### src/rtcfg_pkg.sv
// constants, field layout and carrier types for the terminal configuration block
// assumes a 100 MHz core clock and host access over a 4-wire serial port
package rtcfg_pkg;
    localparam logic [6:0] ADDR_MASTER_CFG = 7'h00;
    localparam logic [6:0] ADDR_MASTER_STAT = 7'h01;
    localparam logic [6:0] ADDR_RT_CFG = 7'h17;
    localparam logic [6:0] ADDR_RT_TABLES = 7'h18;
    localparam int MCFG_TX_ONLY_BIT = 3;
    localparam int MCFG_MODE_RST_EN_BIT = 2;
    localparam int MSTAT_RT_RESET_BIT = 0;
    localparam int MSTAT_BLOCK_A_BIT = 9;
    localparam int MSTAT_BLOCK_B_BIT = 8;
    localparam logic [15:0] REG_RESET = 16'h0000;
    localparam int SPI_HDR_BITS = 8;
    localparam int SPI_DATA_BITS = 16;
    localparam int CLK_PERIOD_NS = 10;
    localparam int TIMEOUT0_NS = 57000;
    localparam int TIMEOUT1_NS = 62000;
    localparam int TIMEOUT2_NS = 122000;
    localparam int TIMEOUT3_NS = 180000;
    localparam int TIMEOUT0_CYC = TIMEOUT0_NS / CLK_PERIOD_NS;
    localparam int TIMEOUT1_CYC = TIMEOUT1_NS / CLK_PERIOD_NS;
    localparam int TIMEOUT2_CYC = TIMEOUT2_NS / CLK_PERIOD_NS;
    localparam int TIMEOUT3_CYC = TIMEOUT3_NS / CLK_PERIOD_NS;

    typedef struct packed {
        logic [1:0] rt_to_rt_timeout_sel;
        logic terminal_bus_a_block;
        logic terminal_bus_b_block;
        logic [11:0] otherBits;
    } rtcfg_cfg_t;

    typedef struct packed {
        logic wrStrobe;
        logic [6:0] addr;
        logic [15:0] wdata;
    } rtcfg_wr_t;
endpackage : rtcfg_pkg

### src/rtcfg_spi_slave.sv
// serial host port: 1 write flag, 7 address bits, 16 data bits, msb first
// assumes mode 0 framing with pins asynchronous to core_clk
`timescale 1ns/1ps
module rtcfg_spi_slave
    import rtcfg_pkg::*;
(
    input wire logic core_clk,
    input wire logic sys_rst,
    input wire logic spiSclk,
    input wire logic spiCsN,
    input wire logic spiMosi,
    input wire logic [15:0] rdData,
    output logic [6:0] rdAddr,
    output rtcfg_wr_t wrReq,
    output logic spiMiso,
    output logic spiMisoOe
);
    logic [2:0] meta_q, meta_d;
    logic [2:0] sync_q, sync_d;
    logic sclkLast_q, sclkLast_d;
    logic [4:0] bitCnt_q, bitCnt_d;
    logic [23:0] shIn_q, shIn_d;
    logic [15:0] shOut_q, shOut_d;
    rtcfg_wr_t wr_q, wr_d;
    logic miso_q, miso_d;
    logic oe_q, oe_d;
    logic rise;
    logic fall;

    always_comb begin
        meta_d = {spiSclk, spiCsN, spiMosi};
        sync_d = meta_q;
        sclkLast_d = sync_q[2];
        rise = sync_q[2] & ~sclkLast_q;
        fall = ~sync_q[2] & sclkLast_q;
        bitCnt_d = bitCnt_q;
        shIn_d = shIn_q;
        shOut_d = shOut_q;
        wr_d = wr_q;
        wr_d.wrStrobe = 1'b0;
        miso_d = miso_q;
        oe_d = ~sync_q[1];
        if (sync_q[1]) begin
            bitCnt_d = 5'h00;
            miso_d = 1'b0;
        end else if (rise) begin
            shIn_d = {shIn_q[22:0], sync_q[0]};
            bitCnt_d = bitCnt_q + 5'h01;
            if (bitCnt_q == 5'(SPI_HDR_BITS - 1)) begin
                shOut_d = rdData;
            end
            if (bitCnt_q == 5'(SPI_HDR_BITS + SPI_DATA_BITS - 1) && shIn_q[22]) begin
                wr_d.wrStrobe = 1'b1;
                wr_d.addr = shIn_q[21:15];
                wr_d.wdata = {shIn_q[14:0], sync_q[0]};
            end
        end else if (fall && bitCnt_q >= 5'(SPI_HDR_BITS)) begin
            miso_d = shOut_q[15];
            shOut_d = {shOut_q[14:0], 1'b0};
        end
    end

    always_ff @(posedge core_clk or posedge sys_rst) begin
        if (sys_rst) begin
            meta_q <= 3'h2;
            sync_q <= 3'h2;
            sclkLast_q <= 1'b0;
            bitCnt_q <= 5'h00;
            shIn_q <= 24'h000000;
            shOut_q <= 16'h0000;
            wr_q <= '0;
            miso_q <= 1'b0;
            oe_q <= 1'b0;
        end else begin
            meta_q <= meta_d;
            sync_q <= sync_d;
            sclkLast_q <= sclkLast_d;
            bitCnt_q <= bitCnt_d;
            shIn_q <= shIn_d;
            shOut_q <= shOut_d;
            wr_q <= wr_d;
            miso_q <= miso_d;
            oe_q <= oe_d;
        end
    end

    // address completes on the 8th rise, so take the bit being sampled now
    assign rdAddr = {shIn_q[5:0], sync_q[0]};
    assign wrReq = wr_q;
    assign spiMiso = miso_q;
    assign spiMisoOe = oe_q;
endmodule : rtcfg_spi_slave

### src/rtcfg_top.sv
// terminal configuration: registers, soft reset, bus inhibits, rt-rt timer
// assumes protocol logic on core_clk gives pulses; pins are asynchronous
`timescale 1ns/1ps
module rtcfg_top
    import rtcfg_pkg::*;
#(
    parameter int unsigned TIMEOUT0_CYCLES = TIMEOUT0_CYC,
    parameter int unsigned TIMEOUT1_CYCLES = TIMEOUT1_CYC,
    parameter int unsigned TIMEOUT2_CYCLES = TIMEOUT2_CYC,
    parameter int unsigned TIMEOUT3_CYCLES = TIMEOUT3_CYC
) (
    input wire logic core_clk,
    input wire logic sys_rst,
    input wire logic spiSclk,
    input wire logic spiCsN,
    input wire logic spiMosi,
    output logic spiMiso,
    output logic spiMisoOe,
    input wire logic [4:0] termAddrPin,
    input wire logic termAddrParityPin,
    input wire logic global_bus_a_tx_block_pin,
    input wire logic global_bus_b_tx_block_pin,
    input wire logic rtRtWindowStart,
    input wire logic firstDataSync,
    input wire logic modeResetValid,
    output logic rtSoftReset,
    output logic busATxBlock,
    output logic busARxBlock,
    output logic busBTxBlock,
    output logic busBRxBlock,
    output logic rtRtTimeout,
    output logic termAddrValid,
    output logic [4:0] termAddr,
    output logic [15:0] rtTablesBase
);
    function automatic logic [14:0] timeoutLimit(input logic [1:0] sel);
        case (sel)
            2'h0: timeoutLimit = 15'(TIMEOUT0_CYCLES);
            2'h1: timeoutLimit = 15'(TIMEOUT1_CYCLES);
            2'h2: timeoutLimit = 15'(TIMEOUT2_CYCLES);
            default: timeoutLimit = 15'(TIMEOUT3_CYCLES);
        endcase
    endfunction : timeoutLimit

    rtcfg_wr_t wrReq;
    logic [6:0] rdAddr;
    logic [15:0] rdData;
    rtcfg_cfg_t rtCfg_q, rtCfg_d;
    logic [15:0] mstrCfg_q, mstrCfg_d;
    logic [15:0] mstrStat_q, mstrStat_d;
    logic [15:0] tables_q, tables_d;
    logic softRst_q, softRst_d;
    logic [7:0] pinMeta_q, pinSync_q;
    logic txA_q, txA_d, rxA_q, rxA_d, txB_q, txB_d, rxB_q, rxB_d;
    logic addrValid_q, addrValid_d;
    logic [4:0] addr_q, addr_d;
    logic timerRun_q, timerRun_d;
    logic [14:0] timerCnt_q, timerCnt_d;
    logic timeout_q, timeout_d;
    logic wrHit;

    rtcfg_spi_slave u_spi (
        .core_clk(core_clk),
        .sys_rst(sys_rst),
        .spiSclk(spiSclk),
        .spiCsN(spiCsN),
        .spiMosi(spiMosi),
        .rdData(rdData),
        .rdAddr(rdAddr),
        .wrReq(wrReq),
        .spiMiso(spiMiso),
        .spiMisoOe(spiMisoOe)
    );

    // register file and soft reset
    always_comb begin
        rtCfg_d = rtCfg_q;
        mstrCfg_d = mstrCfg_q;
        mstrStat_d = mstrStat_q;
        tables_d = tables_q;
        wrHit = wrReq.wrStrobe;
        softRst_d = (wrHit && wrReq.addr == ADDR_MASTER_STAT
            && wrReq.wdata[MSTAT_RT_RESET_BIT])
            || (modeResetValid && mstrCfg_q[MCFG_MODE_RST_EN_BIT]);
        if (wrHit) begin
            case (wrReq.addr)
                ADDR_MASTER_CFG: mstrCfg_d = wrReq.wdata;
                ADDR_MASTER_STAT: begin
                    mstrStat_d = wrReq.wdata;
                    mstrStat_d[MSTAT_RT_RESET_BIT] = 1'b0;
                end
                ADDR_RT_CFG: rtCfg_d = wrReq.wdata;
                ADDR_RT_TABLES: tables_d = wrReq.wdata;
                default: ;
            endcase
        end
        if (softRst_q) begin
            rtCfg_d = REG_RESET;
            tables_d = REG_RESET;
        end
        case (rdAddr)
            ADDR_MASTER_CFG: rdData = mstrCfg_q;
            ADDR_MASTER_STAT: rdData = mstrStat_q;
            ADDR_RT_CFG: rdData = rtCfg_q;
            ADDR_RT_TABLES: rdData = tables_q;
            default: rdData = 16'h0000;
        endcase
    end

    always_ff @(posedge core_clk or posedge sys_rst) begin
        if (sys_rst) begin
            rtCfg_q <= REG_RESET;
            mstrCfg_q <= REG_RESET;
            mstrStat_q <= REG_RESET;
            tables_q <= REG_RESET;
            softRst_q <= 1'b0;
        end else begin
            rtCfg_q <= rtCfg_d;
            mstrCfg_q <= mstrCfg_d;
            mstrStat_q <= mstrStat_d;
            tables_q <= tables_d;
            softRst_q <= softRst_d;
        end
    end

    // pin synchronisers
    always_ff @(posedge core_clk or posedge sys_rst) begin
        if (sys_rst) begin
            pinMeta_q <= 8'h00;
            pinSync_q <= 8'h00;
        end else begin
            pinMeta_q <= {global_bus_a_tx_block_pin, global_bus_b_tx_block_pin,
                termAddrParityPin, termAddrPin};
            pinSync_q <= pinMeta_q;
        end
    end

    // bus inhibits and address check
    always_comb begin
        txA_d = rtCfg_q.terminal_bus_a_block | pinSync_q[7] | mstrStat_q[MSTAT_BLOCK_A_BIT];
        rxA_d = rtCfg_q.terminal_bus_a_block & ~mstrCfg_q[MCFG_TX_ONLY_BIT];
        txB_d = rtCfg_q.terminal_bus_b_block | pinSync_q[6] | mstrStat_q[MSTAT_BLOCK_B_BIT];
        rxB_d = rtCfg_q.terminal_bus_b_block & ~mstrCfg_q[MCFG_TX_ONLY_BIT];
        addrValid_d = ^pinSync_q[5:0];
        addr_d = pinSync_q[4:0];
    end

    always_ff @(posedge core_clk or posedge sys_rst) begin
        if (sys_rst) begin
            txA_q <= 1'b0;
            rxA_q <= 1'b0;
            txB_q <= 1'b0;
            rxB_q <= 1'b0;
            addrValid_q <= 1'b0;
            addr_q <= 5'h00;
        end else begin
            txA_q <= txA_d;
            rxA_q <= rxA_d;
            txB_q <= txB_d;
            rxB_q <= rxB_d;
            addrValid_q <= addrValid_d;
            addr_q <= addr_d;
        end
    end

    // rt-rt no-response timer
    always_comb begin
        timerRun_d = timerRun_q;
        timerCnt_d = timerCnt_q;
        timeout_d = 1'b0;
        if (softRst_q || firstDataSync) begin
            timerRun_d = 1'b0;
        end else if (rtRtWindowStart) begin
            timerRun_d = 1'b1;
            timerCnt_d = 15'h0000;
        end else if (timerRun_q) begin
            timerCnt_d = timerCnt_q + 15'h0001;
            if (timerCnt_q == timeoutLimit(rtCfg_q.rt_to_rt_timeout_sel) - 15'h0001) begin
                timeout_d = 1'b1;
                timerRun_d = 1'b0;
            end
        end
    end

    always_ff @(posedge core_clk or posedge sys_rst) begin
        if (sys_rst) begin
            timerRun_q <= 1'b0;
            timerCnt_q <= 15'h0000;
            timeout_q <= 1'b0;
        end else begin
            timerRun_q <= timerRun_d;
            timerCnt_q <= timerCnt_d;
            timeout_q <= timeout_d;
        end
    end

    assign rtSoftReset = softRst_q;
    assign busATxBlock = txA_q;
    assign busARxBlock = rxA_q;
    assign busBTxBlock = txB_q;
    assign busBRxBlock = rxB_q;
    assign rtRtTimeout = timeout_q;
    assign termAddrValid = addrValid_q;
    assign termAddr = addr_q;
    assign rtTablesBase = tables_q;

    property p_timeout_count;
        @(posedge core_clk) disable iff (sys_rst)
        rtRtTimeout |-> $past(timerCnt_q) ==
            timeoutLimit($past(rtCfg_q.rt_to_rt_timeout_sel)) - 15'h0001;
    endproperty
    a_timeout_count: assert property (p_timeout_count) else $error("timeout at wrong count");

    property p_sync_stops;
        @(posedge core_clk) disable iff (sys_rst)
        firstDataSync |=> !timerRun_q ##1 !rtRtTimeout;
    endproperty
    a_sync_stops: assert property (p_sync_stops) else $error("timer ran past data sync");

    property p_cfg_write;
        @(posedge core_clk) disable iff (sys_rst)
        (wrReq.wrStrobe && wrReq.addr == ADDR_RT_CFG && !softRst_q)
            |=> rtCfg_q == $past(wrReq.wdata);
    endproperty
    a_cfg_write: assert property (p_cfg_write) else $error("config write lost");

    property p_block_a;
        @(posedge core_clk) disable iff (sys_rst)
        rtCfg_q.terminal_bus_a_block |=> busATxBlock && (busARxBlock != $past(mstrCfg_q[3]));
    endproperty
    a_block_a: assert property (p_block_a) else $error("bus A not blocked");

    property p_free_a;
        @(posedge core_clk) disable iff (sys_rst)
        !(rtCfg_q.terminal_bus_a_block || pinSync_q[7] || mstrStat_q[MSTAT_BLOCK_A_BIT])
            |=> !busATxBlock && !busARxBlock;
    endproperty
    a_free_a: assert property (p_free_a) else $error("bus A blocked without cause");

    property p_block_b;
        @(posedge core_clk) disable iff (sys_rst)
        ##1 busBTxBlock == $past(rtCfg_q.terminal_bus_b_block || pinSync_q[6]
            || mstrStat_q[MSTAT_BLOCK_B_BIT]);
    endproperty
    a_block_b: assert property (p_block_b) else $error("bus B block mismatch");

    property p_host_reset;
        @(posedge core_clk) disable iff (sys_rst)
        (wrReq.wrStrobe && wrReq.addr == ADDR_MASTER_STAT && wrReq.wdata[0])
            |=> rtSoftReset ##1 (rtCfg_q == REG_RESET);
    endproperty
    a_host_reset: assert property (p_host_reset) else $error("soft reset missed");

    property p_mode_reset;
        @(posedge core_clk) disable iff (sys_rst)
        (modeResetValid && mstrCfg_q[MCFG_MODE_RST_EN_BIT]) |=> rtSoftReset;
    endproperty
    a_mode_reset: assert property (p_mode_reset) else $error("mode reset ignored");

    property p_addr_parity;
        @(posedge core_clk) disable iff (sys_rst)
        ##1 termAddrValid == $past(^pinSync_q[5:0]);
    endproperty
    a_addr_parity: assert property (p_addr_parity) else $error("address parity wrong");
endmodule : rtcfg_top

### config.mk
export PLATFORM = sky130hd
export DESIGN_NAME = rtcfg_top
export DESIGN_NICKNAME = d
export VERILOG_FILES = /design/src/rtcfg_pkg.sv /design/src/rtcfg_spi_slave.sv /design/src/rtcfg_top.sv
export SDC_FILE = /design/constraint.sdc
export NUM_CORES = 1
export LEC_CHECK = 0
export BUFFER_PORTS_ARGS = -buffer_cell sky130_fd_sc_hd__buf_2
export CAP_MARGIN = 20
export CELL_PAD_IN_SITES_DETAIL_PLACEMENT = 0
export CELL_PAD_IN_SITES_GLOBAL_PLACEMENT = 1
export CORE_MARGIN = 1
export CORE_UTILIZATION = 51
export CTS_BUF_LIST = sky130_fd_sc_hd__clkbuf_2 sky130_fd_sc_hd__clkbuf_4 sky130_fd_sc_hd__clkbuf_8
export DETAILED_ROUTE_END_ITERATION = 8
export PLACE_DENSITY_LB_ADDON = 0.3
export SLEW_MARGIN = 20
export SYNTH_ARGS = -nofsm -noshare
export SYNTH_HDL_FRONTEND = slang
export SYNTH_SLANG_ARGS = --single-unit
### constraint.sdc
create_clock -name core_clk -period 8.06 [get_ports core_clk]
set_clock_uncertainty 0.15 [all_clocks]
set_input_delay 2.015 -clock core_clk [delete_from_list [all_inputs] [get_ports core_clk]]
set_output_delay 2.015 -clock core_clk [all_outputs]
set_load 0.02 [all_outputs]
==> flow_summary_export.csv, run 1 <==
group,metric,value,unit
critical_path,worstSetupPathDepth,1,
critical_path,cp_slowest_cell,"dfrtp_1",
clock_tree,cts_tree,"built",
hold_path,hold_class,"register to register",
final_layout,diodes,0,
sta,tns,0,ns
critical_path,r2r-end,"u_spi.shOut_q[13]",
place,place_ws,4.361,ns
synth,synth_edf_count,0,
floorplan,die_area,0.01564,mm2
critical_path,cp_top_family,"flip-flops",
outcome,failed_checks,"design-rule violations",
place,place_area,0.008115,mm2
sta,min_period,3.407,ns
final_layout,layout.nets,716,
sta,slew_headroom,21.85,%
route,drt_iter0_drc,344,
route,route.met2.wl,7722,um
final_layout,stdcell_count,887,
clock_tree,clkLatencyLatePin,0.49,ns
route,wl,15970,um
critical_path,worstPathMaxFanout,8,
critical_path,crit_required,5.89,ns
synth,syn_inst,648,
sta,setup_viol,0,
floorplan,num_io_pins,46,
sta,hold_violations,0,
pwr,ir_worst_vdd,0.1480,mV
global_route,grt_max_degree,82,
clock_tree,hold_buffers,0,
critical_path,worstPathCellList,"buf_2",
place,place_inst,854,
place,dp_hpwl,10180,um
global_route,antenna_found_initial,0,
final_layout,area_growth,11.26,%
pwr,powerDensity,208.6,mW/mm2
sta,hold_ws,0.1972,ns
synth,synth-async-reset-ratio,100.0,%
synth,yosysTopAreaCell,"dfrtp_1",
job,max_cap_viol_count,0,
synth,synth.most_common_cell,"dfrtp_1",
sta,finalWorstSetupSlack,4.653,ns
clock_tree,clk_path_buf_depth,2,
synth,synthFlopType,"dfrtp_1",
final_layout,n_fill_cell,1250,
hold_path,min_delay_path_depth,0,
synth,syn_area,0.007721,mm2
clock_tree,htreeDepth,4,
route,wire_per_inst,18.00,um
sta,max_freq,293.5,MHz
clock_tree,clock-root-buffer,"clkbuf_8",
route,top_layer_used,"met4",
route,drtPass1Iterations,9,
floorplan,start_util,52.73,%
clock_tree,clk_pin_slew,0.10,ns
sta,fin_crit_sh,42.27,%
synth,syn_nets,674,
global_route,grt_pass1_wl,26910,um
critical_path,crit_buf_inv,1,
critical_path,end_kind,"output port",
synth,ys_seq_elements,184,
floorplan,rows,44,
floorplan,die_h,125.0,um
route,vias,5047,
place,portBuffers,45,
synth,synthTopCellsByArea,"dfrtp_1, mux2_2, nand2_1",
route,dr_wl_met3,520,um
route,ant_nets,0,
route,route.detailed.drc,4,
hold_path,hp-start,"pinMeta_q[5]",
sta,rsz0062_at_grt,"no",
global_route,track_usage,22.30,%
synth,synthTopCellsByCount,"dfrtp_1, nand2_1, mux2_2, a22o_1, nor2_1",
critical_path,worst_r2r_path_depth,5,
synth,netlist.area_leader.share,58.99,%
route,wl_met1,7422,um
hold_path,min_to,"pinSync_q[5]",
floorplan,die_w,125.0,um
place,gp_congestion,0.7997,
critical_path,reg2reg_slack,5.03,ns
global_route,first_global_vias,5166,
floorplan,coreArea,0.01464,mm2
critical_path,critPathKind,"register to output port",
pwr,p_leak,4.129,nW
clock_tree,cts_sinks,184,
route,viasPerCell,5.690,
critical_path,critPathMaxStageDelay,0.53,ns
global_route,grt_overflow,0,
critical_path,rr_startpoint,"u_spi.sync_q[0]",
critical_path,cp.arrival,1.24,ns
sta,final_max_slew_viol_count,0,
synth,yosys.cell_types.count,54,
critical_path,start_kind,"register",
final_layout,drive_gt1_share,23.90,%
sta,tightest_slew,1.172,ns
clock_tree,cts_buffers,17,
synth,synth-seq-area-share,59.67,%
outcome,status,"finished with violations",
clock_tree,post-cts-setup-buffer-count,0,
synth,syn_avg_cell_area,11.92,um2
clock_tree,cts.repair.resized,0,
final_layout,final_cell_area,0.008591,mm2
synth,ys.warnings.count,0,
sequential cells by signal, summed over array words and instances, names as in the netlist, 3 cells and up:
signal / cells
mstrCfg_q: 16
mstrStat_q: 15
pinMeta_q: 8
pinSync_q: 8
rtCfg_q: 16
rtTablesBase: 16
termAddr: 5
timerCnt_q: 15
u_spi.bitCnt_q: 5
u_spi.meta_q: 3
u_spi.shIn_q: 23
u_spi.shOut_q: 16
u_spi.sync_q: 3
u_spi.wrReq: 24
cell type report:
| type | instances | area (um2) | area share (%) |
|---|---|---|---|
| Sequential cell | 184 | 4607 | 53.63 |
| Tap cell | 184 | 230.2 | 2.680 |
| Inverter | 17 | 68.82 | 0.8010 |
| Clock inverter | 14 | 211.5 | 2.461 |
| Multi-Input combinational cell | 417 | 2917 | 33.95 |
| Clock buffer | 18 | 247.7 | 2.884 |
| Timing Repair Buffer | 53 | 309.0 | 3.597 |
stage by stage:
step	utilization, %	total power [mW]
after global routing	58.66	1.855
after global placement	55.23	1.102
after floorplan	-	1.073
after CTS	58.55	1.808
final	58.66	1.792
after detailed placement	55.42	1.110
cell families (layout without fill, tap and decap cells):
logic type | count (synthesis) | count (layout) | share of synthesized area, %
simple gates | 208 | 208 | 12.43
buf+inv | 47 | 102 | 2.739
mux | 70 | 70 | 10.68
compound gates | 105 | 105 | 10.14
fa+ha+maj | 10 | 10 | 1.620
flops | 184 | 184 | 59.67
xor+xnor | 24 | 24 | 2.722
routing by layer:
metal  up-vias  GRT usage, %
met1      2602         30.02
met2        85         35.49
met5         -             0
met4         0         8.680
li1       2338             -
met3        22         4.921
layout by cell type, fill, tap and decap left out, types with 6 or more instances in the layout:
master,synthesis,layout
mux2_4,10,10
buf_4,1,6
o21ai_0,6,6
a22oi_1,15,15
clkbuf_8,0,18
ha_1,10,10
nand2_1,126,126
inv_6,0,6
a21oi_1,21,21
inv_1,17,16
dfrtp_1,182,182
buf_2,6,45
o22a_1,15,15
a22o_1,32,32
xnor2_1,16,16
nor2_1,29,28
xor2_1,8,8
mux2_2,59,59
how the worst max path moves through the flow:
stage,to,from,slack (ns)
global placement,u_spi.wrReq[2],sys_rst,4.23
global route,rtSoftReset,rtSoftReset,4.59
detailed placement,timerCnt_q[13],firstDataSync,4.36
floorplan,busARxBlock,sys_rst,0.90
CTS,rtSoftReset,rtSoftReset,4.63
finish,rtSoftReset,rtSoftReset,4.65
power by group:
group / switching [mW] / internal [mW]
sequential: 0.0367 / 0.954
clock: 0.348 / 0.354
combinational: 0.0597 / 0.0397
total: 0.444 / 1.35
Power figures use the tool's default switching activity.
==> run 2: changes to the inputs <==
- CORE_UTILIZATION: 51 -> 46
- clock period: 8.06 -> 3.1 ns (I/O delays scaled with it)
==> run 2 against run 1 <==
Against the previous run: the run now ends clean; via count is 0.12% lower; utilization decreased by 5.1 points; critical endpoint is now mstrCfg_q[5]; clock power up 130%.
==> flow_summary_export.csv, run 2 (synthesis results as in run 1) <==
group,metric,value,unit
outcome,status,"complete, no violations",
critical_path,crit_required,3.29,ns
sta,tightest_slew,1.088,ns
place,place_area,0.008242,mm2
global_route,antenna_found_initial,0,
clock_tree,clk_pin_slew,0.10,ns
place,dp_hpwl,10530,um
critical_path,worst_r2r_path_depth,5,
global_route,track_usage,20.02,%
sta,max_freq,397.9,MHz
pwr,powerDensity,512.7,mW/mm2
hold_path,hold_class,"input pin to asynchronous set/reset pin",
route,drtPass1Iterations,5,
pwr,total_power,4.430,mW
final_layout,final_cell_area,0.008640,mm2
final_layout,diodes,0,
sta,fin_crit_sh,81.07,%
clock_tree,htreeDepth,4,
sta,final_max_slew_viol_count,0,
sta,tns,0,ns
clock_tree,post-cts-setup-buffer-count,0,
floorplan,die_h,131.6,um
sta,finalWorstSetupSlack,0.5867,ns
critical_path,start_kind,"register",
global_route,grt_max_degree,100,
floorplan,num_io_pins,46,
sta,hold_violations,0,
final_layout,fin_util,53.61,%
route,wl,15960,um
critical_path,critPathKind,"register to register",
pwr,ir_worst_vdd,0.3117,mV
route,wire_per_inst,17.18,um
floorplan,die_w,131.6,um
place,gp_congestion,0.8328,
clock_tree,cts_sinks,184,
place,portBuffers,45,
clock_tree,cts.repair.resized,0,
sta,min_period,2.513,ns
floorplan,rows,46,
clock_tree,cts_buffers,17,
floorplan,die_area,0.01731,mm2
global_route,first_global_vias,5120,
clock_tree,clk_path_buf_depth,2,
final_layout,final_cell_mix,"dfrtp_1, nand2_1, mux2_2, buf_2, a22o_1",
final_layout,largest_reg_flops,24,
final_layout,area_growth,11.89,%
route,drt_iter0_drc,412,
sta,setup_viol,0,
clock_tree,clock-root-buffer,"clkbuf_8",
final_layout,layout.nets,726,
sta,rsz0062_at_grt,"no",
clock_tree,cts_tree,"built",
clock_tree,clkLatencyLatePin,0.46,ns
route,ant_nets,0,
job,max_cap_viol_count,0,
floorplan,coreArea,0.01612,mm2
floorplan,start_util,47.91,%
pwr,p_leak,4.139,nW
route,viasPerCell,5.426,
critical_path,end_kind,"register",
critical_path,cp.arrival,2.70,ns
sta,slew_headroom,27.48,%
route,route.detailed.drc,0,
critical_path,reg2reg_slack,0.59,ns
critical_path,worstPathMaxFanout,16,
route,vias,5041,
final_layout,drive_gt1_share,24.96,%
global_route,grt_pass1_wl,27240,um
global_route,grt_overflow,0,
clock_tree,hold_buffers,0,
place,place_ws,0.5693,ns
final_layout,final_common_cell,"dfrtp_1",
[run 2: through the flow]
stage	hold WS (ns)	cells
after detailed placement	0.1847	897
final	0.06215	929
after global routing	0.03522	929
after global placement	0.1823	897
after CTS	0.03710	929
after floorplan	0.1812	648
[run 2: final timing paths]
path	from	to
setup / recovery	u_spi.wrReq[17]	mstrCfg_q[5]
hold / removal	sys_rst	u_spi.wrReq[18]
setup reg to reg	u_spi.wrReq[17]	mstrCfg_q[5]
hold reg to reg	pinMeta_q[5]	pinSync_q[5]
max in group asynchronous	sys_rst	u_spi.meta_q[1]
min in group core_clk	pinMeta_q[5]	pinSync_q[5]
[run 2: power by group]
group	switching [mW]	leakage [nW]	total, mW	internal [mW]
clock	0.911	0.198	1.58	0.670
sequential	0.0906	2.48	2.57	2.48
combinational	0.165	1.46	0.278	0.113
[run 2: worst max-delay path: stages (launching register included)]
cell	delay (ns)
dfrtp_1	0.42
nor2_1	0.11
nand2_1	0.08
or4_1	0.40
or3_1	0.77
mux2_4	0.46
[run 2: routing by layer]
layer	routed length, um	up-vias	track usage [%]
met1	7660	2572	28.06
met3	545	14	3.819
met2	7516	87	31.25
met5	0	-	0
met4	236	0	6.654
li1	-	2368	-
[run 2: final cells by class]
cell class | instances | area, um2
Sequential cell | 184 | 4607
Inverter | 17 | 67.56
Fill cell | 1436 | 7476
Multi-Input combinational cell | 417 | 2912
Timing Repair Buffer | 63 | 385.4
Clock inverter | 15 | 163.9
Tap cell | 216 | 270.3
Clock buffer | 17 | 234.0
